==> config.mk <==
export PLATFORM = sky130hd
export DESIGN_NAME = asis_top
export DESIGN_NICKNAME = d
export VERILOG_FILES = /design/src/verilog/asis_field_mux.v /design/src/verilog/asis_step_counter.v /design/src/verilog/asis_top.v
export VERILOG_INCLUDE_DIRS = /design/src /design/src/verilog
export SDC_FILE = /design/constraint.sdc
export NUM_CORES = 1
export LEC_CHECK = 0
export BUFFER_PORTS_ARGS = -buffer_cell sky130_fd_sc_hd__buf_2
export CAP_MARGIN = 25
export CORE_MARGIN = 5
export CORE_UTILIZATION = 50
export DETAILED_ROUTE_END_ITERATION = 7
export PLACE_DENSITY = 0.86
export SLEW_MARGIN = 0
export SYNTH_ARGS = -nofsm -noshare
export SYNTH_HDL_FRONTEND = slang
export SYNTH_HIERARCHICAL = 1
export SYNTH_SLANG_ARGS = --single-unit
==> constraint.sdc <==
create_clock -name clk_i -period 1.95 [get_ports clk_i]
set_input_delay 0.39 -clock clk_i [delete_from_list [all_inputs] [get_ports clk_i]]
set_output_delay 0.39 -clock clk_i [all_outputs]
set_load 0.01 [all_outputs]
==> src/verilog/asis_map.vh <==
// register map, field layout and constants of the sequence input select block
`ifndef ASIS_MAP_VH
`define ASIS_MAP_VH
`define ASIS_OFS_SELECT 8'h40
`define ASIS_OFS_STEP_CTRL 8'h48
`define ASIS_OFS_STEP_STATUS 8'h4c
`define ASIS_SELECT_RESET 32'h0000_0000
`define ASIS_SELECT_WMASK 32'h3333_3333
`define ASIS_FIELD_W 2
`define ASIS_FIELD_PITCH 4
`define ASIS_STEPS 8
`define ASIS_STEP_W 3
`define ASIS_STEP_FIRST 3'h0
`define ASIS_STEP_LAST 3'h7
`define ASIS_CTRL_RUN 0
`define ASIS_CTRL_LAST_LSB 4
`define ASIS_CTRL_LAST_MSB 6
`define ASIS_STAT_BUSY 0
`define ASIS_STAT_STEP_LSB 4
`define ASIS_STAT_STEP_MSB 6
`define ASIS_STAT_SEL_LSB 8
`define ASIS_STAT_SEL_MSB 9
`define ASIS_ADDR_W 8
`endif

==> src/verilog/asis_field_mux.v <==
// picks the selection field that belongs to one sample step
`timescale 1ns/1ps
`include "asis_map.vh"
module asis_field_mux (
    input wire clk_i,
    input wire rst_i,
    input wire [31:0] select_i,
    input wire [`ASIS_STEP_W-1:0] step_i,
    output reg [`ASIS_FIELD_W-1:0] pin_o
);
    wire [`ASIS_FIELD_W-1:0] field [0:`ASIS_STEPS-1];
    genvar g;
    // one field every four bits, step one at the bottom
    generate
        for (g = 0; g < `ASIS_STEPS; g = g + 1) begin : g_field
            assign field[g] = select_i[g*`ASIS_FIELD_PITCH +: `ASIS_FIELD_W];
        end
    endgenerate
    // field value is the pin number itself, no remapping
    always @(posedge clk_i) begin
        if (rst_i) begin
            pin_o <= {`ASIS_FIELD_W{1'b0}};
        end else begin
            pin_o <= field[step_i];
        end
    end
endmodule // asis_field_mux

==> src/verilog/asis_step_counter.v <==
// walks the sample steps of sequence zero from step one to the last step
`timescale 1ns/1ps
`include "asis_map.vh"
module asis_step_counter (
    input wire clk_i,
    input wire rst_i,
    input wire start_i,
    input wire [`ASIS_STEP_W-1:0] last_i,
    output reg busy_o,
    output reg [`ASIS_STEP_W-1:0] step_o
);
    localparam ST_IDLE = 1'b0;
    localparam ST_RUN = 1'b1;
    reg state_ff;
    reg nxt_state;
    reg [`ASIS_STEP_W-1:0] nxt_step;
    // one step per clock; a start while running is ignored
    always @* begin
        nxt_state = state_ff;
        nxt_step = step_o;
        case (state_ff)
            ST_IDLE: begin
                if (start_i) begin
                    nxt_state = ST_RUN;
                    nxt_step = `ASIS_STEP_FIRST;
                end
            end
            ST_RUN: begin
                if (step_o == last_i || step_o == `ASIS_STEP_LAST) begin
                    nxt_state = ST_IDLE;
                end else begin
                    nxt_step = step_o + 1'b1;
                end
            end
            default: begin
                nxt_state = ST_IDLE;
            end
        endcase
    end
    always @(posedge clk_i) begin
        if (rst_i) begin
            state_ff <= ST_IDLE;
            step_o <= `ASIS_STEP_FIRST;
            busy_o <= 1'b0;
        end else begin
            state_ff <= nxt_state;
            step_o <= nxt_step;
            busy_o <= nxt_state;
        end
    end
endmodule // asis_step_counter

==> src/verilog/asis_top.v <==
// sequence zero input select register with wishbone slave and step walker
// Overview of operation
// step one converts the input named by bits 1:0.
// step two converts the input named by bits 5:4.
// step three converts the input named by bits 9:8.
// step four converts the input named by bits 13:12.
// step five converts the input named by bits 17:16.
// step six converts the input named by bits 21:20.
// step seven converts the input named by bits 25:24.
// step eight converts the input named by bits 29:28.
// a field value is the analog input number directly.
// software keeps reserved pairs unchanged on read-modify-write.
// fields reset to zero, read back; reserved pairs read zero, ignore writes.
`timescale 1ns/1ps
`include "asis_map.vh"
module asis_top (
    input wire clk_i,
    input wire rst_i,
    input wire wb_cyc_i,
    input wire wb_stb_i,
    input wire wb_we_i,
    input wire [`ASIS_ADDR_W-1:0] wb_adr_i,
    input wire [3:0] wb_sel_i,
    input wire [31:0] wb_dat_i,
    output reg [31:0] wb_dat_o,
    output reg wb_ack_o,
    output reg wb_err_o,
    input wire step_valid_i,
    input wire [`ASIS_STEP_W-1:0] step_i,
    output reg [`ASIS_FIELD_W-1:0] step_input_select_o,
    output reg [`ASIS_FIELD_W-1:0] seq_input_select_o,
    output reg seq_busy_o
);
    reg [31:0] sequence0_input_select_ff;
    reg [`ASIS_STEP_W-1:0] last_step_ff;
    reg start_ff;
    reg step_valid_ff;
    wire [`ASIS_FIELD_W-1:0] ext_pin;
    wire [`ASIS_FIELD_W-1:0] seq_pin;
    wire seq_busy;
    wire [`ASIS_STEP_W-1:0] seq_step;
    wire req;
    wire hit;
    reg [31:0] nxt_select;
    reg [31:0] rd_data;
    integer i;

    // byte-lane write merge; only field bits are writable
    function [31:0] lane_merge;
        input [31:0] old_v;
        input [31:0] new_v;
        input [3:0] sel;
        integer b;
        begin
            lane_merge = old_v;
            for (b = 0; b < 4; b = b + 1) begin
                if (sel[b]) begin
                    lane_merge[b*8 +: 8] = new_v[b*8 +: 8];
                end
            end
            lane_merge = lane_merge & `ASIS_SELECT_WMASK;
        end
    endfunction

    // address decode that picks ack or err for the bus answer; read mux and write paths compare the address themselves
    function is_mapped;
        input [`ASIS_ADDR_W-1:0] a;
        begin
            is_mapped = (a == `ASIS_OFS_SELECT) || (a == `ASIS_OFS_STEP_CTRL) || (a == `ASIS_OFS_STEP_STATUS);
        end
    endfunction

    // request is answered one cycle later; the ack gap stops double takes
    assign req = wb_cyc_i & wb_stb_i & ~wb_ack_o & ~wb_err_o;
    assign hit = is_mapped(wb_adr_i);

    always @* begin
        nxt_select = sequence0_input_select_ff;
        if (req && wb_we_i && wb_adr_i == `ASIS_OFS_SELECT) begin
            nxt_select = lane_merge(sequence0_input_select_ff, wb_dat_i, wb_sel_i);
        end
    end

    // read mux; unused bits read zero
    always @* begin
        rd_data = 32'h0000_0000;
        case (wb_adr_i)
            `ASIS_OFS_SELECT: begin
                rd_data = sequence0_input_select_ff;
            end
            `ASIS_OFS_STEP_CTRL: begin
                rd_data[`ASIS_CTRL_LAST_MSB:`ASIS_CTRL_LAST_LSB] = last_step_ff;
            end
            `ASIS_OFS_STEP_STATUS: begin
                rd_data[`ASIS_STAT_BUSY] = seq_busy;
                rd_data[`ASIS_STAT_STEP_MSB:`ASIS_STAT_STEP_LSB] = seq_step;
                rd_data[`ASIS_STAT_SEL_MSB:`ASIS_STAT_SEL_LSB] = seq_pin;
            end
            default: begin
                rd_data = 32'h0000_0000;
            end
        endcase
    end

    // register state and bus answer
    always @(posedge clk_i) begin
        if (rst_i) begin
            sequence0_input_select_ff <= `ASIS_SELECT_RESET;
            last_step_ff <= `ASIS_STEP_LAST;
            start_ff <= 1'b0;
            wb_ack_o <= 1'b0;
            wb_err_o <= 1'b0;
            wb_dat_o <= 32'h0000_0000;
        end else begin
            sequence0_input_select_ff <= nxt_select;
            start_ff <= 1'b0;
            wb_ack_o <= req & hit;
            wb_err_o <= req & ~hit;
            wb_dat_o <= (req && !wb_we_i) ? rd_data : 32'h0000_0000;
            if (req && wb_we_i && wb_adr_i == `ASIS_OFS_STEP_CTRL) begin
                if (wb_sel_i[0]) begin
                    start_ff <= wb_dat_i[`ASIS_CTRL_RUN];
                    last_step_ff <= wb_dat_i[`ASIS_CTRL_LAST_MSB:`ASIS_CTRL_LAST_LSB];
                end
            end
        end
    end

    // field for the step named by the sequencer port; steps one..eight
    asis_field_mux u_ext_mux (
        .clk_i(clk_i),
        .rst_i(rst_i),
        .select_i(sequence0_input_select_ff),
        .step_i(step_i),
        .pin_o(ext_pin)
    );

    // internal walker, lets software run the sequence itself
    asis_step_counter u_walk (
        .clk_i(clk_i),
        .rst_i(rst_i),
        .start_i(start_ff),
        .last_i(last_step_ff),
        .busy_o(seq_busy),
        .step_o(seq_step)
    );

    asis_field_mux u_seq_mux (
        .clk_i(clk_i),
        .rst_i(rst_i),
        .select_i(sequence0_input_select_ff),
        .step_i(seq_step),
        .pin_o(seq_pin)
    );

    // outputs registered; step_input_select_o holds while no step is valid, seq_input_select_o follows every cycle
    // valid is delayed one stage so it lines up with the registered field of its own step
    always @(posedge clk_i) begin
        if (rst_i) begin
            step_valid_ff <= 1'b0;
            step_input_select_o <= {`ASIS_FIELD_W{1'b0}};
            seq_input_select_o <= {`ASIS_FIELD_W{1'b0}};
            seq_busy_o <= 1'b0;
        end else begin
            step_valid_ff <= step_valid_i;
            if (step_valid_ff) begin
                step_input_select_o <= ext_pin;
            end
            seq_input_select_o <= seq_pin;
            seq_busy_o <= seq_busy;
        end
    end
endmodule // asis_top
Word level (Yosys, flattened, before mapping)
Cells that the tools add are included.
{ "classes": {"n_addsub": 1, "magnitude_cmp": 2, "n_eq_ne": 7, "muxes": 15, "bitwise_logic": 15, "reduce_logical": 17} }
{ "op_table": {"columns": ["operator", "count"], "rows": [
  ["equality test 8 x 7 -> 1 bit, second input constant", 3],
  ["binary-select mux 2 bit (select 3 bit)", 2],
  ["AND reduction 2 bit", 6],
  ["one-hot mux 3 bit (3 select lines)", 1],
  ["greater-or-equal comparator 4 bit, second input constant", 2],
  ["2-to-1 mux 2 bit", 4],
  ["NOT 1 bit", 8],
  ["NOT 3 -> 4 bit", 2],
  ["2-to-1 mux 3 bit", 2],
  ["one-hot mux 3 bit (2 select lines)", 1],
  ["OR reduction 3 bit", 2],
  ["bitwise AND 1 bit", 5],
  ["logical AND 1 bit", 4],
  ["inequality test 2 bit, second input constant", 2],
  ["one-hot mux 1 bit (2 select lines)", 2],
  ["one-hot mux 2 bit (2 select lines)", 1],
  ["adder 3 x 1 -> 3 bit, second input constant", 1],
  ["equality test 3 bit", 1],
  ["equality test 3 bit, second input constant", 1],
  ["logical OR 1 bit", 3],
  ["2-to-1 mux 1 bit", 2],
  ["OR reduction 2 bit", 1],
  ["logical NOT 1 bit", 1]
]} }
{ "word_totals": {"regBits": 53, "input_bits": 53, "output_inout_bits": 39, "elab_cells": 75} }

Logic depth before layout (Yosys ltp)
Gate-level depths: netlist (run 1).
{ "depth": {"depth_word": 7, "ltp_mapped": 5, "ltp_nobuf": 5} }

Modules after synthesis
Netlist (run 1), hierarchy kept.
{ "by_module_without_submodules": {"columns": ["module", "instances", "cells_per_inst", "area_each_um2", "seq_area_each_um2"], "rows": [
  ["asis_top", 1, 188, 1971.9, 900.9],
  ["asis_field_mux", 2, 10, 172.7, 40.0],
  ["asis_step_counter", 1, 28, 276.5, 80.1]
]} }

Least setup slack after synthesis (run 1)
No wires, ideal clock.
{ "synth_path": {"kind": "in2reg", "from": "input wb_adr_i[1]", "to": "register sequence0_input_select_ff[0]", "setup_ns": 0.072, "arrival_ns": 1.609, "t_required_ns": 1.878, "slack_ns": 0.270, "stages": 4, "path_buffers": 1, "path_cell_list": "or4_4 -> buf_6 -> nor4_4 -> mux2i_1"} }
{ "synth_between": {"elab_chain_len": 3} }
{ "synth_rtl": {"columns": ["item", "line", "source"], "rows": [
  ["start: declaration", "asis_top.v:22", "input wire [`ASIS_ADDR_W-1:0] wb_adr_i,"],
  ["equality test 8 x 7 -> 1 bit", null, null],
  ["logical AND 1 bit (no source line)", null, null],
  ["AND reduction 2 bit (no source line)", null, null],
  ["end signal: assignment", "asis_top.v:108", "sequence0_input_select_ff <= `ASIS_SELECT_RESET;"],
  ["end signal: assignment", "asis_top.v:115", "sequence0_input_select_ff <= nxt_select;"],
  ["end: declaration", "asis_top.v:34", "reg [31:0] sequence0_input_select_ff;"]
]} }
No other way between the ends.
A chain may end at the register's enable or synchronous reset.

Worst setup path after layout (run 1)
{ "layout_path": {"from": "register u_walk.step_o[1]", "to": "register u_walk.step_o[0]"} }
{ "layout_between": {"elab_chain_len": 4, "word_cells_on_any_way": 5, "cone_classes": "eq/ne (3); reduce/logical (2)"} }
{ "layout_rtl": {"columns": ["item", "line", "source"], "rows": [
  ["start: declaration", "asis_step_counter.v:10", "output reg [`ASIS_STEP_W-1:0] step_o"],
  ["start signal: assignment", "asis_step_counter.v:43", "step_o <= `ASIS_STEP_FIRST;"],
  ["start signal: assignment", "asis_step_counter.v:47", "step_o <= nxt_step;"],
  ["equality test 3 bit (on tied branches)", null, null],
  ["logical OR 1 bit (no source line) (*)", null, null],
  ["inequality test 2 bit (no source line) (*)", null, null],
  ["AND reduction 2 bit (no source line) (*)", null, null]
]} }
Mark *: on every way between the ends. The rest lies on a longest branch, timed or not.

==> flow_summary.json, run 1 <==
{
  "status": "complete, no violations",
  "fp.dieW_um": 82.03,
  "cp-start-kind": "flip-flop",
  "p_per_area_mw_per_mm2": 602.3,
  "power.total_w": 0.001815,
  "vias_per_cell": 5.081,
  "fin_crit_sh_pct": 82.28,
  "cts_setup_buffers": 0,
  "cp-end-kind": "flip-flop",
  "ys.flop_type": "dfxtp_1",
  "clk_latency_ps": 300,
  "diodes": 0,
  "hold_violations": 0,
  "port_buffers": 61,
  "worst_pin_slew_ps": 599.3,
  "hold_class": "in2reg",
  "finalMaxSlewViolations": 0,
  "synthArstFlopShare_pct": 0,
  "synth-seq-cells": 53,
  "gr-usage-all-layers_pct": 16.03,
  "io_pins": 92,
  "synth.avg_cell_area_um2": 10.99,
  "slew_headroom_pct": 60.05,
  "core_mm2": 0.005075,
  "holdPathStages": 2,
  "cp_max_fo": 8,
  "crit_arrival_ps": 1830,
  "final_cell_area_mm2": 0.003014,
  "placed_area_mm2": 0.002932,
  "drive_gt1_share_pct": 28.24,
  "path_class": "reg2reg",
  "gp_congestion": 0.8336,
  "setup_viol": 0,
  "post-route-util_pct": 59.39,
  "peakVddDrop_v": 0.0002762,
  "cts_resized": 0,
  "cts_max_level": 2,
  "cts_root_buf": "clkbuf_8",
  "min_period_ps": 1604,
  "synth_cells": 236,
  "cts.sinks": 53,
  "first_pass_iters": 4,
  "hpwl_mm": 4.081,
  "post-route-drc-count": 0,
  "synth_top_area_cell": "dfxtp_1",
  "timing.hold.ws_ps": 295.7,
  "syn-cell-area_mm2": 0.002594,
  "first_iter_violations": 103,
  "grt_pass1_wl_mm": 8.321,
  "grt_pass1_vias": 1786,
  "met2_length_mm": 2.499,
  "synth-edff-count": 0,
  "routedWlPerCell_um": 13.89,
  "clockBufferDepth": 2,
  "required_ps": 2180,
  "dieArea_mm2": 0.006728,
  "clk_pin_slew_worst_paths_ps": 90,
  "initial_core_util_pct": 51.11,
  "rows": 26,
  "synth.top_cell.area_share_pct": 40.91,
  "ys_seq_area_share_pct": 40.91,
  "totalWireLength_mm": 5.154,
  "maxCapViolations": 0,
  "grt_remaining_overflow": 0,
  "leakage_nw": 1.278,
  "wl_met1_mm": 2.322,
  "wl_met3_um": 284,
  "yosys-top-cells-area": "dfxtp_1 41%, mux2i_1 12%, nand2b_1 8.9%",
  "grt_antenna_before_repair": 0,
  "timing.setup.tns_ps": 0,
  "synthToLayoutAreaGrowth_pct": 16.21,
  "r2r_cells": 5,
  "top_layer": "met4",
  "vias": 1885,
  "grt_max_degree": 49,
  "tritoncts": "built",
  "ant_nets": 0,
  "fmax_mhz": 623.3,
  "grt_setup_unrepaired": "false",
  "finClkSkew_ps": 4.552,
  "dieHeight_um": 82.03,
  "hold_buffers": 0,
  "numCtsBuffers": 5,
  "netlist-cell-type-count": 37,
  "final_nets": 355,
  "yosysWarnings": 6
}
-- synth_stat cells (2+ instances only) --
| library cell | number |
|---|---|
| nand3b_1 | 2 |
| clkbuf_1 | 7 |
| nand2_1 | 2 |
| buf_2 | 2 |
| and2_1 | 12 |
| nor4_1 | 2 |
| nor4b_1 | 2 |
| mux4_1 | 8 |
| mux2i_1 | 30 |
| nor2_1 | 20 |
| or4bb_1 | 4 |
| xnor2_1 | 3 |
| nor3_1 | 2 |
| dfxtp_1 | 53 |
| a2bb2oi_1 | 2 |
| a22oi_1 | 3 |
| nand2b_1 | 37 |
| nand4b_1 | 2 |
| nor2b_1 | 6 |
| ha_1 | 2 |
| nor4_4 | 5 |
| buf_4 | 15 |
-- placed cells by master, fill, tap and decap left out, drive strengths merged --
cell	count
nand2b	37
a2bb2oi	2
a31oi	1
xnor2	3
or4	2
mux4	8
nand3b	2
nor4b	2
nand4bb	1
clkbuf	6
nand3	1
o211ai	1
a21oi	1
a32oi	1
nand4b	2
a31o	1
nor2b	6
a22oi	3
or4bb	4
nor3	2
nor2	20
dfxtp	53
and2	12
xor2	1
buf	68
conb	15
nand2	2
nor4	8
nor3b	1
ha	2
clkinv	2
a21bo	1
mux2i	30
-- worst max-delay path, stage by stage, from the launching register on --
cell      delay, ps
dfxtp_1         430
ha_1            240
ha_1            190
nor4b_1         340
a21bo_2         270
o211ai_1         70
-- per-stage QoR --
stage	worst slack (ps)	cells
after floorplan	269.6	250
after global placement	98.83	363
after detailed placement	72.30	363
after CTS	346.6	371
after global routing	249.9	371
final	345.5	371
-- sequential cells by signal (all words and copies together) (netlist names) --
name and count:
wb_dat_o 17, sequence0_input_select_ff 16, last_step_ff 3, u_walk/step_o 3, seq_input_select_o 2, step_input_select_o 2, u_ext_mux/pin_o 2, u_seq_mux/pin_o 2
seq_busy_o 1, start_ff 1, step_valid_ff 1, u_walk/state_ff 1, wb_ack_o 1, wb_err_o 1
-- layer usage --
metal / track usage, % / vias to the layer above
li1: - / 933
met1: 21.00 / 890
met2: 26.98 / 57
met3: 3.180 / 5
met4: 3.987 / 0
met5: 0 / -
-- kinds of logic (layout without fill, tap and decap cells) --
logic type / Yosys count / in the layout / share of synthesized area (%)
compound gates: 11 / 11 / 3.570
xor+xnor: 4 / 4 / 1.351
fa+ha+maj: 2 / 2 / 0.9646
buf+inv: 25 / 76 / 6.175
flops: 53 / 53 / 40.91
mux: 38 / 38 / 19.68
other cells: 1 / 15 / 0.1446
simple gates: 102 / 102 / 27.21
-- final cells by class --
cell class / instances / area, um2
clock inverter: 2 / 10.01
multi-input combinational: 172 / 1425
timing repair buffer: 68 / 357.8
fill: 451 / 2061
tap: 70 / 87.58
clock buffer: 6 / 72.57
sequential: 53 / 1061
-- path summary, 6_finish.rpt --
path,to,slack (ps),from
setup / recovery,u_walk/step_o[0],350,u_walk/step_o[1]
hold reg to reg,seq_input_select_o[1],470,u_seq_mux/pin_o[1]
hold / removal,step_valid_ff,300,step_valid_i
setup reg to reg,u_walk/step_o[0],350,u_walk/step_o[1]
-- power by group --
| part | switching (W) | leakage [nW] | total (W) | internal [W] |
|---|---|---|---|---|
| registers | 0.00000145 | 0.427 | 0.00108 | 0.00108 |
| logic | 0.0000822 | 0.806 | 0.000148 | 0.0000660 |
| clock network | 0.000333 | 0.0450 | 0.000583 | 0.000249 |
No activity file was read; power rests on OpenSTA's default activity.
==> run 2: changes to the inputs <==
CORE_UTILIZATION = 45   (was 50)
PLACE_DENSITY = 0.82   (was 0.86)
clock period = 1.4 ns   (was 1.95 ns; I/O delays follow)
==> run 2 against run 1 <==
Net effect: the flow now finishes with violations (setup timing); sequential power is 40% higher; power is 39% higher; largest power group unchanged; flip-flop and latch count did not move; clock power increased by 33%; critical path type is now in2reg; via count up 2.1%; hold slack worse by 92 ps; critical path depth is the same; combinational power grew 62%; utilization decreased by 1.4 points; global-route usage decreased by 0.49 points; critical endpoint is now sequence0_input_select_ff[28]; sequential share of layout area fell by 2.0 points; first-iteration DRC count down 47%.
==> flow_summary.json, run 2 (same netlist as run 1, synthesis figures left out) <==
{
  "setup_viol": 4,
  "port_buffers": 61,
  "rows": 27,
  "timing.hold.ws_ps": 203.2,
  "ant_nets": 0,
  "top_register": "wb_dat_o",
  "top_regs": "wb_dat_o x17, sequence0_input_select_ff x16",
  "vias_per_cell": 5.000,
  "peakVddDrop_v": 0.0004456,
  "required_ps": 1630,
  "clockBufferDepth": 2,
  "diodes": 0,
  "routedWlPerCell_um": 14.73,
  "power.total_w": 0.002529,
  "grt_pass1_wl_mm": 9.066,
  "tritoncts": "built",
  "fp.dieW_um": 85.92,
  "grt_antenna_before_repair": 0,
  "leakage_nw": 1.359,
  "vias": 1925,
  "io_pins": 92,
  "largest_reg_flops": 17,
  "dp.cells": 376,
  "core_mm2": 0.005540,
  "post-route-drc-count": 0,
  "failed_checks": "setup timing",
  "clk_latency_ps": 310,
  "initial_core_util_pct": 46.82,
  "final_nets": 369,
  "fin_cells": 385,
  "clk_pin_slew_worst_paths_ps": 90,
  "finClkSkew_ps": 8.326,
  "grt_max_degree": 36,
  "path_class": "in2reg",
  "timing.final.ws_setup_ps": -30.25,
  "cp-start-kind": "primary input",
  "cts_root_buf": "clkbuf_8",
  "cts_max_level": 2,
  "min_period_ps": 1430,
  "gr-usage-all-layers_pct": 15.54,
  "fmax_mhz": 699.2,
  "final_cell_mix": "59 x buf_2, 48 x dfxtp_1, 36 x nand2b_1, 30 x mux2i_1, 20 x buf_4",
  "dp_slack_ps": -354.8,
  "hold_class": "in2reg",
  "crit_arrival_ps": 1660,
  "drive_gt1_share_pct": 35.46,
  "grt_pass1_vias": 1941,
  "numCtsBuffers": 5,
  "first_iter_violations": 55,
  "hpwl_mm": 4.332,
  "gp_congestion": 0.8342,
  "dieHeight_um": 85.92,
  "status": "complete, but fails checks",
  "cp_max_fo": 7,
  "first_pass_iters": 4,
  "totalWireLength_mm": 5.672,
  "grt_setup_unrepaired": "true",
  "post-route-util_pct": 57.97,
  "dieArea_mm2": 0.007382,
  "maxCapViolations": 0,
  "finalMaxSlewViolations": 0,
  "synthToLayoutAreaGrowth_pct": 23.83,
  "p_per_area_mw_per_mm2": 787.5,
  "grt_remaining_overflow": 0,
  "cts.sinks": 53,
  "fillCellCount": 485,
  "hold_violations": 0,
  "cp-end-kind": "flip-flop",
  "final_common_cell": "buf_2",
  "fin_crit_sh_pct": 102.2,
  "hold_buffers": 0
}
## run 2: cell count changes in the layout (fill, tap and decap cells not counted), moves of 2 or more
cell and change:
buf_4 +13, dfxtp_2 +5, ha_1 -2, or4bb_4 +2
dfxtp_1 -5, or4bb_1 -2, buf_2 -2
## run 2: worst max-delay path, cell delays in order
cell and delay (ps):
buf_6 90, or4_4 640, nor4_4 250, buf_4 190, mux2i_1 210
## run 2: through the flow
| step | TNS, ps | area [um2] |
|---|---|---|
| after floorplan | -4330 | 2653 |
| after global placement | -8189 | 3035 |
| after detailed placement | -9194 | 3035 |
| after CTS | -264.2 | 3182 |
| after global routing | -1564 | 3212 |
| final | -52.98 | 3212 |
## run 2: what timing repair did
action / 4_1_cts / 5_1_grt
endpoints found under the setup margin: 30 / 35
buffers inserted: 2 / 0
cloned: 1 / 0
resized for setup: 9 / 10
pin swaps: 4 / 5
## run 2: layout make-up
cell class              count  area (um2)  share of cell area [%]
clock inverters             1       5.005                  0.1558
clock buffers               5       68.82                   2.143
flip-flops and latches     53        1067                   33.23
multi-input cells         172        1489                   46.36
well taps                  72       90.09                   2.805
repair buffers             82       491.7                   15.31
## run 2: metal layers
layer / up-vias / global-route usage [%] / wire length, um
met1: 889 / 19.08 / 2359
met3: 7 / 3.939 / 419
met2: 73 / 26.70 / 2815
li1: 956 / - / -
met5: - / 0 / 0
met4: 0 / 4.604 / 78
## run 2: final timing paths
path                                    startpoint                            end  slack (ps)  cells after the start
worst max-delay path                   wb_adr_i[4]  sequence0_input_select_ff[28]         -30                      5
worst min register to register  u_seq_mux/pin_o[1]          seq_input_select_o[1]         470                      1
worst min-delay path                  step_valid_i                  step_valid_ff         200                      2
worst max register to register            wb_ack_o                last_step_ff[0]           0                      4
## run 2: report_power, final
part,total [W],switching (W),internal (W)
combinational,0.000240,0.000124,0.000116
sequential,0.00151,0.00000203,0.00151
clock,0.000778,0.000449,0.000330
total,0.00253,0.000575,0.00195
